## src/dmi_consts.svh

```systemverilog
// Constants for the DDR2 power-up and mode programming sequencer.
// Assumes a 20 MHz controller clock that also drives the memory clock pins.
`ifndef DMI_CONSTS_SVH
`define DMI_CONSTS_SVH

`define DMI_CLK_MHZ 20
`define DMI_STABLE_US 200
`define DMI_STABLE_CYC (`DMI_STABLE_US * `DMI_CLK_MHZ)
`define DMI_CKE_WAIT_NS 400
`define DMI_CKE_WAIT_CYC ((`DMI_CKE_WAIT_NS * `DMI_CLK_MHZ + 999) / 1000)
`define DMI_DLL_LOCK_CYC 200
`define DMI_MRD_CYC 2
`define DMI_RP_CYC 2
`define DMI_RFC_CYC 4
`define DMI_REFRESH_CNT 2
// Bank selects of the mode set command
`define DMI_BANK_MAIN 2'h0
`define DMI_BANK_EXT1 2'h1
`define DMI_BANK_EXT2 2'h2
`define DMI_BANK_EXT3 2'h3
// Address field positions and calibration field values
`define DMI_DLL_RESET_BIT 8
`define DMI_CAL_LSB 7
`define DMI_CAL_DEFAULT 3'h7
`define DMI_CAL_EXIT 3'h0
`define DMI_PRECHARGE_ALL_BIT 10
`define DMI_DLL_DISABLE_BIT 0
`define DMI_TEST_MODE_BIT 7
`define DMI_RESERVED_BIT 13
// Command codes: chip select, row, column, write enable (active low)
`define DMI_CMD_NOP 4'h7
`define DMI_CMD_PRECHARGE 4'h2
`define DMI_CMD_REFRESH 4'h1
`define DMI_CMD_MODE_SET 4'h0
`define DMI_CMD_DESELECT 4'h8

`endif

```

## src/dmi_pkg.sv

```systemverilog
// Types for the DDR2 initialization sequencer.
// Assumes the constants header is included by the user of the package.
package dmi_pkg;

    typedef enum logic [3:0] {
        DMI_POWER = 4'h0,
        DMI_STABLE = 4'h1,
        DMI_CKE_WAIT = 4'h3,
        DMI_PRE1 = 4'h2,
        DMI_EXT2 = 4'h6,
        DMI_EXT3 = 4'h7,
        DMI_EXT1_DLL = 4'h5,
        DMI_MAIN_RST = 4'h4,
        DMI_PRE2 = 4'hC,
        DMI_REFRESH = 4'hD,
        DMI_MAIN_RUN = 4'hF,
        DMI_CAL_WAIT = 4'hE,
        DMI_CAL_DEF = 4'hA,
        DMI_CAL_EXIT = 4'hB,
        DMI_READY = 4'h9
    } dmi_state_t;

    // Command bus driven to the memory
    typedef struct packed {
        logic cke;
        logic termination_control;
        logic cs_n;
        logic ras_n;
        logic cas_n;
        logic we_n;
        logic [1:0] bank;
        logic [13:0] addr;
    } dmi_cmd_t;

    // Register values supplied by the user
    typedef struct packed {
        logic [13:0] main_val;
        logic [13:0] ext1_val;
        logic [13:0] ext2_val;
        logic [13:0] ext3_val;
    } dmi_regs_t;

    typedef struct packed {
        dmi_state_t st;
        logic [15:0] wait_cnt;
        logic [7:0] dll_cnt;
        logic [3:0] ref_cnt;
        logic dll_run;
        logic done;
        dmi_cmd_t cmd;
    } dmi_state_rec_t;

endpackage : dmi_pkg
```

## src/dmi_init_seq.sv

```systemverilog
// Sequencer that powers up and programs a DDR2 memory's mode registers.
// Assumes memory clock is sourced from clk_in; user values are held stable.
`timescale 1ns/1ps
`include "dmi_consts.svh"

module dmi_init_seq #(
    parameter int unsigned STABLE_CYC = `DMI_STABLE_CYC,
    parameter int unsigned REFRESH_CNT = `DMI_REFRESH_CNT
) (
    // Clock and reset
    input wire logic clk_in,
    input wire logic sys_rst_in,
    // User orders
    input wire logic start_in,
    input wire dmi_pkg::dmi_regs_t regs_in,
    // Memory command bus
    output dmi_pkg::dmi_cmd_t cmd_out,
    output logic mem_clk_en_out,
    // Status
    output logic busy_out,
    output logic done_out,
    output logic read_ok_out
);
    import dmi_pkg::*;

    dmi_state_rec_t cur_ff;
    dmi_state_rec_t nxt_cur;

    function automatic dmi_cmd_t mk_cmd(input logic [3:0] code, input logic [1:0] bank,
                                        input logic [13:0] addr);
        dmi_cmd_t c;
        c.cke = 1'b1;
        c.termination_control = 1'b0;
        c.cs_n = code[3];
        c.ras_n = code[2];
        c.cas_n = code[1];
        c.we_n = code[0];
        c.bank = bank;
        c.addr = addr;
        return c;
    endfunction : mk_cmd

    function automatic logic [13:0] pre_all();
        logic [13:0] a;
        a = 14'h0000;
        a[`DMI_PRECHARGE_ALL_BIT] = 1'b1;
        return a;
    endfunction : pre_all

    function automatic logic [13:0] with_cal(input logic [13:0] v, input logic [2:0] cal);
        logic [13:0] a;
        a = v;
        a[`DMI_CAL_LSB +: 3] = cal;
        return a;
    endfunction : with_cal

    function automatic logic [13:0] main_word(input logic [13:0] v, input logic dll_reset);
        logic [13:0] a;
        a = v;
        a[`DMI_DLL_RESET_BIT] = dll_reset;
        // Test mode and reserved bit forced low whatever the user supplies
        a[`DMI_TEST_MODE_BIT] = 1'b0;
        a[`DMI_RESERVED_BIT] = 1'b0;
        return a;
    endfunction : main_word

    always_comb begin
        logic [13:0] a;
        a = 14'h0000;
        nxt_cur = cur_ff;
        nxt_cur.cmd = mk_cmd(`DMI_CMD_NOP, 2'h0, 14'h0000);
        if (cur_ff.wait_cnt != 16'h0000) begin
            nxt_cur.wait_cnt = cur_ff.wait_cnt - 16'h0001;
        end
        if (cur_ff.dll_run && cur_ff.dll_cnt != 8'h00) begin
            nxt_cur.dll_cnt = cur_ff.dll_cnt - 8'h01;
        end
        case (cur_ff.st)
            DMI_POWER: begin
                nxt_cur.cmd = mk_cmd(`DMI_CMD_DESELECT, 2'h0, 14'h0000);
                nxt_cur.cmd.cke = 1'b0;
                if (start_in) begin
                    nxt_cur.st = DMI_STABLE;
                    nxt_cur.done = 1'b0;
                    nxt_cur.wait_cnt = 16'(STABLE_CYC);
                end
            end
            DMI_STABLE: begin
                nxt_cur.cmd.cke = 1'b0;
                if (cur_ff.wait_cnt == 16'h0000) begin
                    nxt_cur.st = DMI_CKE_WAIT;
                    nxt_cur.wait_cnt = 16'(`DMI_CKE_WAIT_CYC);
                end
            end
            DMI_CKE_WAIT: begin
                if (cur_ff.wait_cnt == 16'h0000) begin
                    nxt_cur.cmd = mk_cmd(`DMI_CMD_PRECHARGE, 2'h0, pre_all());
                    nxt_cur.st = DMI_PRE1;
                    nxt_cur.wait_cnt = 16'(`DMI_RP_CYC);
                end
            end
            DMI_PRE1: begin
                if (cur_ff.wait_cnt == 16'h0000) begin
                    nxt_cur.cmd = mk_cmd(`DMI_CMD_MODE_SET, `DMI_BANK_EXT2, regs_in.ext2_val);
                    nxt_cur.st = DMI_EXT2;
                    nxt_cur.wait_cnt = 16'(`DMI_MRD_CYC);
                end
            end
            DMI_EXT2: begin
                if (cur_ff.wait_cnt == 16'h0000) begin
                    nxt_cur.cmd = mk_cmd(`DMI_CMD_MODE_SET, `DMI_BANK_EXT3, regs_in.ext3_val);
                    nxt_cur.st = DMI_EXT3;
                    nxt_cur.wait_cnt = 16'(`DMI_MRD_CYC);
                end
            end
            DMI_EXT3: begin
                if (cur_ff.wait_cnt == 16'h0000) begin
                    a = with_cal(regs_in.ext1_val, `DMI_CAL_EXIT);
                    a[`DMI_DLL_DISABLE_BIT] = 1'b0;
                    a[`DMI_RESERVED_BIT] = 1'b0;
                    nxt_cur.cmd = mk_cmd(`DMI_CMD_MODE_SET, `DMI_BANK_EXT1, a);
                    nxt_cur.st = DMI_EXT1_DLL;
                    nxt_cur.wait_cnt = 16'(`DMI_MRD_CYC);
                end
            end
            DMI_EXT1_DLL: begin
                if (cur_ff.wait_cnt == 16'h0000) begin
                    a = main_word(regs_in.main_val, 1'b1);
                    nxt_cur.cmd = mk_cmd(`DMI_CMD_MODE_SET, `DMI_BANK_MAIN, a);
                    nxt_cur.st = DMI_MAIN_RST;
                    nxt_cur.wait_cnt = 16'(`DMI_MRD_CYC);
                    nxt_cur.dll_run = 1'b1;
                    nxt_cur.dll_cnt = 8'(`DMI_DLL_LOCK_CYC);
                end
            end
            DMI_MAIN_RST: begin
                if (cur_ff.wait_cnt == 16'h0000) begin
                    nxt_cur.cmd = mk_cmd(`DMI_CMD_PRECHARGE, 2'h0, pre_all());
                    nxt_cur.st = DMI_PRE2;
                    nxt_cur.wait_cnt = 16'(`DMI_RP_CYC);
                    nxt_cur.ref_cnt = 4'(REFRESH_CNT);
                end
            end
            DMI_PRE2, DMI_REFRESH: begin
                if (cur_ff.wait_cnt == 16'h0000) begin
                    if (cur_ff.ref_cnt != 4'h0) begin
                        nxt_cur.cmd = mk_cmd(`DMI_CMD_REFRESH, 2'h0, 14'h0000);
                        nxt_cur.st = DMI_REFRESH;
                        nxt_cur.ref_cnt = cur_ff.ref_cnt - 4'h1;
                        nxt_cur.wait_cnt = 16'(`DMI_RFC_CYC);
                    end else begin
                        a = main_word(regs_in.main_val, 1'b0);
                        nxt_cur.cmd = mk_cmd(`DMI_CMD_MODE_SET, `DMI_BANK_MAIN, a);
                        nxt_cur.st = DMI_MAIN_RUN;
                        nxt_cur.wait_cnt = 16'(`DMI_MRD_CYC);
                    end
                end
            end
            DMI_MAIN_RUN: begin
                if (cur_ff.wait_cnt == 16'h0000) begin
                    nxt_cur.st = DMI_CAL_WAIT;
                end
            end
            DMI_CAL_WAIT: begin
                if (cur_ff.dll_cnt == 8'h00) begin
                    a = with_cal(regs_in.ext1_val, `DMI_CAL_DEFAULT);
                    a[`DMI_RESERVED_BIT] = 1'b0;
                    nxt_cur.cmd = mk_cmd(`DMI_CMD_MODE_SET, `DMI_BANK_EXT1, a);
                    nxt_cur.st = DMI_CAL_DEF;
                    nxt_cur.wait_cnt = 16'(`DMI_MRD_CYC);
                end
            end
            DMI_CAL_DEF: begin
                if (cur_ff.wait_cnt == 16'h0000) begin
                    a = with_cal(regs_in.ext1_val, `DMI_CAL_EXIT);
                    a[`DMI_RESERVED_BIT] = 1'b0;
                    nxt_cur.cmd = mk_cmd(`DMI_CMD_MODE_SET, `DMI_BANK_EXT1, a);
                    nxt_cur.st = DMI_CAL_EXIT;
                    nxt_cur.wait_cnt = 16'(`DMI_MRD_CYC);
                end
            end
            DMI_CAL_EXIT: begin
                if (cur_ff.wait_cnt == 16'h0000) begin
                    nxt_cur.st = DMI_READY;
                    nxt_cur.done = 1'b1;
                end
            end
            DMI_READY: begin
                if (start_in) begin
                    nxt_cur.done = 1'b0;
                    nxt_cur.dll_run = 1'b0;
                    nxt_cur.cmd = mk_cmd(`DMI_CMD_PRECHARGE, 2'h0, pre_all());
                    nxt_cur.st = DMI_PRE1;
                    nxt_cur.wait_cnt = 16'(`DMI_RP_CYC);
                end
            end
            default: begin
                nxt_cur.st = DMI_POWER;
            end
        endcase
    end

    always_ff @(posedge clk_in) begin
        if (sys_rst_in) begin
            cur_ff <= '0;
            cur_ff.st <= DMI_POWER;
            cur_ff.cmd <= {1'b0, 1'b0, `DMI_CMD_DESELECT, 2'h0, 14'h0000};
        end else begin
            cur_ff <= nxt_cur;
        end
    end

    assign cmd_out = cur_ff.cmd;
    assign mem_clk_en_out = ~sys_rst_in;
    assign busy_out = (cur_ff.st != DMI_POWER) && (cur_ff.st != DMI_READY);
    assign done_out = cur_ff.done;
    assign read_ok_out = cur_ff.done && (cur_ff.dll_cnt == 8'h00);

endmodule : dmi_init_seq

```

## config.mk

```make
export PLATFORM = sky130hd
export DESIGN_NAME = dmi_init_seq
export DESIGN_NICKNAME = d
export VERILOG_FILES = /design/src/dmi_pkg.sv /design/src/dmi_init_seq.sv
export VERILOG_INCLUDE_DIRS = /design/src /design/src/src
export SDC_FILE = /design/constraint.sdc
export NUM_CORES = 1
export LEC_CHECK = 0
export BUFFER_PORTS_ARGS = -buffer_cell sky130_fd_sc_hd__buf_2
export CAP_MARGIN = 20
export CORE_AREA = 2 2 80 82
export DETAILED_ROUTE_END_ITERATION = 8
export DIE_AREA = 0 0 82 84
export GPL_TIMING_DRIVEN = 0
export HOLD_SLACK_MARGIN = 0.08
export PLACE_DENSITY_LB_ADDON = 0.05
export SETUP_SLACK_MARGIN = 0.02
export SLEW_MARGIN = 40
export SYNTH_ARGS = -nofsm -noshare
export SYNTH_HDL_FRONTEND = slang
export SYNTH_SLANG_ARGS = --single-unit
```

## constraint.sdc

```tcl
create_clock -name clk_in -period 4.6 [get_ports clk_in]
set_input_delay 0.92 -clock clk_in [delete_from_list [all_inputs] [get_ports clk_in]]
set_output_delay 0.92 -clock clk_in [all_outputs]
set_load 0.02 [all_outputs]
```

==> results.sh, run 1 <==
export IMPL_drt_wl_total_um=9446
export IMPL_syn_area_um2=3401
export IMPL_fp_dieH_um=84
export IMPL_hpwl_um=7101
export IMPL_p_seq_share_pct=35.4
export IMPL_end_kind="flop"
export IMPL_cp_startpoint="cur_ff[37]$_SDFF_PP0_"
export IMPL_die_area_um2=6888
export IMPL_holdCritStartpoint="cur_ff[24]$_SDFFE_PP0P_"
export IMPL_io_pins=85
export IMPL_share_comb_of_total_power_pct=48.9
export IMPL_clkLatencyLatePin_ns=0.31
export IMPL_wl_per_cell_um=16.23
export IMPL_grt_pass1_vias=3149
export IMPL_status="complete, no violations"
export IMPL_antennaDiodeCount=0
export IMPL_clkPwrFrac_pct=15.7
export IMPL_drtIter0Drc=160
export IMPL_yosys_top_cells_area="dfxtp_1, a21oi_1, buf_4"
export IMPL_htreeDepth=2
export IMPL_start_util_pct=55.79
export IMPL_worst_pin_slew_ns=0.6851
export IMPL_cellInternalPower_uw=1003
export IMPL_synth_area_leader_cell="dfxtp_1"
export IMPL_drive_above_1_share_pct=26.73
export IMPL_yosys_cell_count_top_type="dfxtp_1"
export IMPL_track_usage_pct=28.29
export IMPL_switchingPower_uw=738.2
export IMPL_syn_avg_cell_area_um2=8.059
export IMPL_num_vias=3391
export IMPL_gp_congestion=0.9376
export IMPL_skew_ns=0.006965
export IMPL_io_buffer_count=75
export IMPL_avgViaCountPerCell=5.826
export IMPL_period_minus_slack_ns=2.718
export IMPL_crit_arrival_ns=2.97
export IMPL_cts_repair_resized=0
export IMPL_synth_cell_types=68
export IMPL_setup_viol=0
export IMPL_synth_warning_count=0
export IMPL_cap_violations=0
export IMPL_p_leak_uw=0.001646
export IMPL_area_delta_synth_final_pct=16.85
export IMPL_post_cts_buffers=0
export IMPL_switching_share_pct=42.41
export IMPL_powerDensity_nw_per_um2=438.0
export IMPL_r2r_slack_ns=1.88
export IMPL_cp_start_kind="flop"
export IMPL_dp_cells=574
export IMPL_cts_buffers=5
export IMPL_synth_ff_type="dfxtp_1"
export IMPL_fillers=558
export IMPL_reg2reg_from="cur_ff[37]$_SDFF_PP0_"
export IMPL_syn_inst=422
export IMPL_gr_total_overflow=0
export IMPL_first_pass_iters=5
export IMPL_clk_pin_slew_ns=0.10
export IMPL_grt_max_degree=18
export IMPL_layout_cells_non_filler=582
export IMPL_rows=29
export IMPL_ir_worst_vdd_uv=393.3
export IMPL_synth_commonest_cells="dfxtp_1, a21oi_1, nor2_1"
export IMPL_yosys_area_top_type_share_pct=32.38
export IMPL_fin_crit_sh_pct=59.08
export IMPL_ys_ff_latch=55
export IMPL_fin_nets=568
export IMPL_holdBufCountCts=0
export IMPL_path_class="flop to flop"
export IMPL_die_w_um=82
export IMPL_numClockSinks=55
export IMPL_yosysSeqAreaShare_pct=32.38
export IMPL_max_freq_mhz=368.0
export IMPL_grt_pass1_wl_um=15440
export IMPL_finalHoldViolCount=0
export IMPL_synthesis_nets=486
export IMPL_hold_class="flop to flop"
export IMPL_cts_max_path_buffers=2
export IMPL_rsz0062_at_grt="false"
export IMPL_synth_edf_count=0
export IMPL_cts_tree="yes"
export IMPL_max_slew_margin_pct=53.97
export IMPL_synthArstFlopShare_pct=0
export IMPL_cp_data_required_time_ns=4.85
export IMPL_maxSlewViolCount=0
export IMPL_antenna_found_initial=0
export IMPL_clock_root_buffer="clkbuf_8"
export IMPL_drtAntennaViolNets=0
export IMPL_core_um2=6096
export IMPL_detail_route_drc_violations=0
export IMPL_tns_ns=0
export IMPL_crit_fanout=10
## state kept, by name, indices dropped and copies added (netlist names)
name	count
cmd_out	21
cur_ff	33
done_out	1
## logic make-up (layout without fill, tap and decap cells)
kind of cell / Yosys count / in the layout / share of synthesized area, %
buffers and inverters: 64 / 147 / 10.63
muxes: 2 / 2 / 0.6254
other: 1 / 1 / 0.1103
xor gates and xnor gates: 22 / 22 / 5.666
AOI/OAI and AO/OA: 112 / 112 / 22.11
DFF: 55 / 55 / 32.38
and+or+nand+nor: 161 / 161 / 26.64
adders and majority gates: 5 / 5 / 1.840
## critical path: stages (launching register included)
cell and delay [ns]:
dfxtp_1 0.36, inv_1 0.09, ha_1 0.22, or4b_1 0.43, buf_2 0.18, nor4_4 0.49, a31oi_1 0.27, a21oi_2 0.40
a221o_1 0.22
## worst paths after layout
path	to	depth (start not counted)
setup / recovery	cmd_out[5]$_SDFF_PP0_	8
hold / removal	cur_ff[24]$_SDFFE_PP0P_	2
setup reg to reg	cmd_out[5]$_SDFF_PP0_	8
hold reg to reg	cur_ff[24]$_SDFFE_PP0P_	2
## power groups by stage
stage	combinational, µW	clock [µW]	sequential, µW
floorplan	650	0	608
global placement	814	0	620
detailed placement	841	0	626
CTS	847	283	616
global route	943	300	628
finish	851	273	616
## routing by layer
| metal | GRT usage, % | up-vias | routed length [µm] |
|---|---|---|---|
| met2 | 43.24 | 129 | 4292 |
| li1 | - | 1698 | - |
| met4 | 8.788 | 0 | 178 |
| met1 | 40.80 | 1547 | 4293 |
| met3 | 4.004 | 17 | 682 |
| met5 | 0 | - | 0 |
## cells in the final DEF (no fill, tap or decap), types with 4 or more instances in the layout
master    synthesis  layout
dfxtp_1          55      55
o21ai_0          10      10
ha_1              5       5
a221o_1           8       8
nor3b_1           4       4
nand2_1          22      22
or4_1             4       4
buf_2             6      81
nor2b_1           4       4
nor2_1           33      33
nand2b_1          8       8
clkbuf_8          0       5
nand3b_1          4       4
a211oi_1          5       5
a21oi_1          46      46
a31oi_1           5       5
nor4_1            9       8
xor2_1           13      13
clkbuf_1         18      18
xnor2_1           9       9
nand3_1          22      22
nand4_1          11      11
buf_6             4       4
and2_1            5       5
nor3_1           12      12
inv_1            10      10
buf_4            22      22
## layout make-up
| type | count | area, µm² | share of cell area (%) |
|---|---|---|---|
| Buffer | 54 | 324.1 | 8.155 |
| Clock buffer | 5 | 68.82 | 1.732 |
| Clock inverter | 3 | 18.77 | 0.4723 |
| Inverter | 10 | 37.54 | 0.9446 |
| Multi-Input combinational cell | 303 | 1952 | 49.12 |
| Sequential cell | 55 | 1101 | 27.71 |
| Tap cell | 77 | 96.34 | 2.424 |
| Timing Repair Buffer | 75 | 375.4 | 9.446 |
## metrics by stage
step	hold WS (ns)	total power, µW	setup slack (ns)	area [µm²]	util, %
2_1_floorplan	0.4456	1258	2.194	3401	-
3_3_place_gp	0.4598	1434	1.912	3872	63.53
3_5_place_dp	0.4676	1467	1.886	3886	63.75
4_1_cts	0.4831	1745	1.862	3974	65.19
5_1_grt	0.5189	1871	1.626	3974	65.19
6_report	0.4822	1741	1.882	3974	65.19
Power figures use the tool's default switching activity.
==> run 2, diff against run 1 <==
Settings changed: ABC_AREA set to 1, CORE_AREA 2 2 80 82 to 2 2 90 92, DIE_AREA 0 0 82 84 to 0 0 92 94.
Clock period 4.6 ns to 2.3 ns, I/O delays scaled along.
==> results.sh, run 2 <==
export IMPL_yosys_area_top_type_share_pct=29.70
export IMPL_antennaDiodeCount=0
export IMPL_numClockSinks=55
export IMPL_num_vias=3848
export IMPL_max_slew_margin_pct=59.47
export IMPL_drive_above_1_share_pct=24.17
export IMPL_clock_root_buffer="clkbuf_8"
export IMPL_cp_common_cell="inv_1"
export IMPL_syn_avg_cell_area_um2=6.414
export IMPL_grt_pass1_vias=3562
export IMPL_wl_met3_um=783
export IMPL_die_w_um=92
export IMPL_drtAntennaViolNets=0
export IMPL_fp_dieH_um=94
export IMPL_first_pass_iters=5
export IMPL_io_buffer_count=76
export IMPL_powerDensity_nw_per_um2=623.4
export IMPL_core_um2=7607
export IMPL_drt_wl_total_um=10070
export IMPL_cts_max_path_buffers=2
export IMPL_crit_arrival_ns=1.69
export IMPL_yosys_cell_count_top_type="nand2_1"
export IMPL_start_util_pct=48.73
export IMPL_placedInstanceArea_um2=4215
export IMPL_fillers=805
export IMPL_gp_congestion=1.018
export IMPL_stdcell_area_um2=4353
export IMPL_cp_start_kind="flop"
export IMPL_clkLatencyLatePin_ns=0.31
export IMPL_setup_viol=0
export IMPL_synth_area_leader_cell="dfxtp_1"
export IMPL_die_area_um2=8648
export IMPL_wl_per_cell_um=13.18
export IMPL_syn_area_um2=3707
export IMPL_gr_total_overflow=0
export IMPL_met1_length_um=4585
export IMPL_detail_route_drc_violations=0
export IMPL_highest_layer="met4"
export IMPL_skew_ns=0.008311
export IMPL_htreeDepth=2
export IMPL_worstPathCellList="inv_1, ha_1, nand3_1, nor2_4, inv_1, nor2_1, buf_2"
export IMPL_synth_warning_count=0
export IMPL_synth_edf_count=0
export IMPL_path_class="flop to primary output"
export IMPL_grt_pass1_wl_um=16590
export IMPL_grt_max_degree=17
export IMPL_synthArstFlopShare_pct=0
export IMPL_power_uw=2714
export IMPL_r2r_slack_ns=0.27
export IMPL_clk_pin_slew_ns=0.10
export IMPL_post_cts_buffers=0
export IMPL_hold_class="primary input to flop"
export IMPL_io_pins=85
export IMPL_yosysSeqAreaShare_pct=29.70
export IMPL_cap_violations=0
export IMPL_hpwl_um=7933
export IMPL_maxSlewViolCount=0
export IMPL_slowest_delay_ns=0.32
export IMPL_syn_inst=578
export IMPL_ys_ff_latch=55
export IMPL_rows=32
export IMPL_cp_startpoint="cur_ff[28]$_SDFF_PP0_"
export IMPL_largest_reg_flops=33
export IMPL_dr_wl_met2_um=4542
export IMPL_synth_ff_type="dfxtp_1"
export IMPL_fin_crit_sh_pct=93.50
export IMPL_holdBufCountCts=0
export IMPL_top_register="cur_ff"
export IMPL_cts_buffers=5
export IMPL_end_kind="primary output"
export IMPL_area_delta_synth_final_pct=17.41
export IMPL_tns_ns=0
export IMPL_rsz0062_at_grt="false"
export IMPL_synth_cell_types=36
export IMPL_reg2reg_from="cur_ff[36]$_SDFF_PP0_"
export IMPL_layout_common_cells="nand2_1, nor2_1, buf_2"
export IMPL_track_usage_pct=23.89
export IMPL_avgViaCountPerCell=5.037
export IMPL_synthesis_nets=642
export IMPL_yosys_top_cells_area="dfxtp_1, nand2_1, nor2_1"
export IMPL_holdCritStartpoint="regs_in[7]"
export IMPL_synth_commonest_cells="nand2_1, nor2_1, inv_1"
export IMPL_period_minus_slack_ns=2.150
export IMPL_worst_pin_slew_ns=0.6079
export IMPL_fin_nets=725
export IMPL_max_freq_mhz=465.0
export IMPL_crit_path_top_delay_cell="dfxtp_1"
export IMPL_cp_data_required_time_ns=1.84
export IMPL_crit_fanout=7
export IMPL_antenna_found_initial=0
export IMPL_cts_tree="yes"
export IMPL_layout_commonest_cell="nand2_1"
export IMPL_status="complete, no violations"
export IMPL_p_leak_uw=0.002319
export IMPL_ir_worst_vdd_uv=345.5
export IMPL_finalHoldViolCount=0
export IMPL_drtIter0Drc=164
## run 2: repair_timing
item | CTS | global route
pin swaps | 0 | 1
gates resized for setup | 1 | 0
setup endpoints to repair | 1 | 1
## run 2: area by class of cell
cell class	instances	area, µm²	share of cell area [%]
multi-input combinational	408	2061	47.34
sequential	55	1101	25.29
timing repair buffer	76	380.4	8.738
inverter	84	315.3	7.243
buffer	31	235.2	5.404
tap	102	127.6	2.932
clock buffer	6	72.57	1.667
clock inverter	2	60.06	1.380
## run 2: layer usage
layer | up-vias | track usage, %
met2 | 141 | 39.34
li1 | 1982 | -
met4 | 0 | 5.597
met3 | 19 | 3.692
met1 | 1706 | 32.99
met5 | - | 0
## run 2: power breakdown
group	switching [µW]	total, µW	internal [µW]
sequential	66.5	1080	1010
combinational	562	886	323
clock	312	747	435
## run 2: cells by family after synthesis
group           synth area share [%]
compound gates                 10.93
xor+xnor                       3.308
fa+ha+maj                      1.687
buf+inv                        14.85
flops                          29.70
other cells                   0.1012
simple gates                   39.42
## run 2: final timing paths
path	to	cells after the start
min	cmd_out[7]$_SDFF_PP0_	3
max	read_ok_out	7
max reg2reg	cur_ff[46]$_SDFF_PP0_	10
min reg2reg	cur_ff[28]$_SDFF_PP0_	2
## run 2: critical path, delay by kind of cell, from the launching register on
| family | cells | cell delay [ns] |
|---|---|---|
| simple gates | 3 | 0.49 |
| buf+inv | 3 | 0.39 |
| flops | 1 | 0.32 |
| fa+ha+maj | 1 | 0.18 |
## run 2: through the flow
stage / hold slack, ns / worst slack (ns) / std cells / util [%]
2_1_floorplan: 0.4405 / 0.5979 / 578 / -
3_3_place_gp: 0.4493 / 0.2299 / 756 / 55.41
3_5_place_dp: 0.4588 / 0.2290 / 756 / 55.41
4_1_cts: 0.3922 / 0.09795 / 764 / 57.22
5_1_grt: 0.3952 / 0.03821 / 764 / 57.22
6_report: 0.3967 / 0.1496 / 764 / 57.22
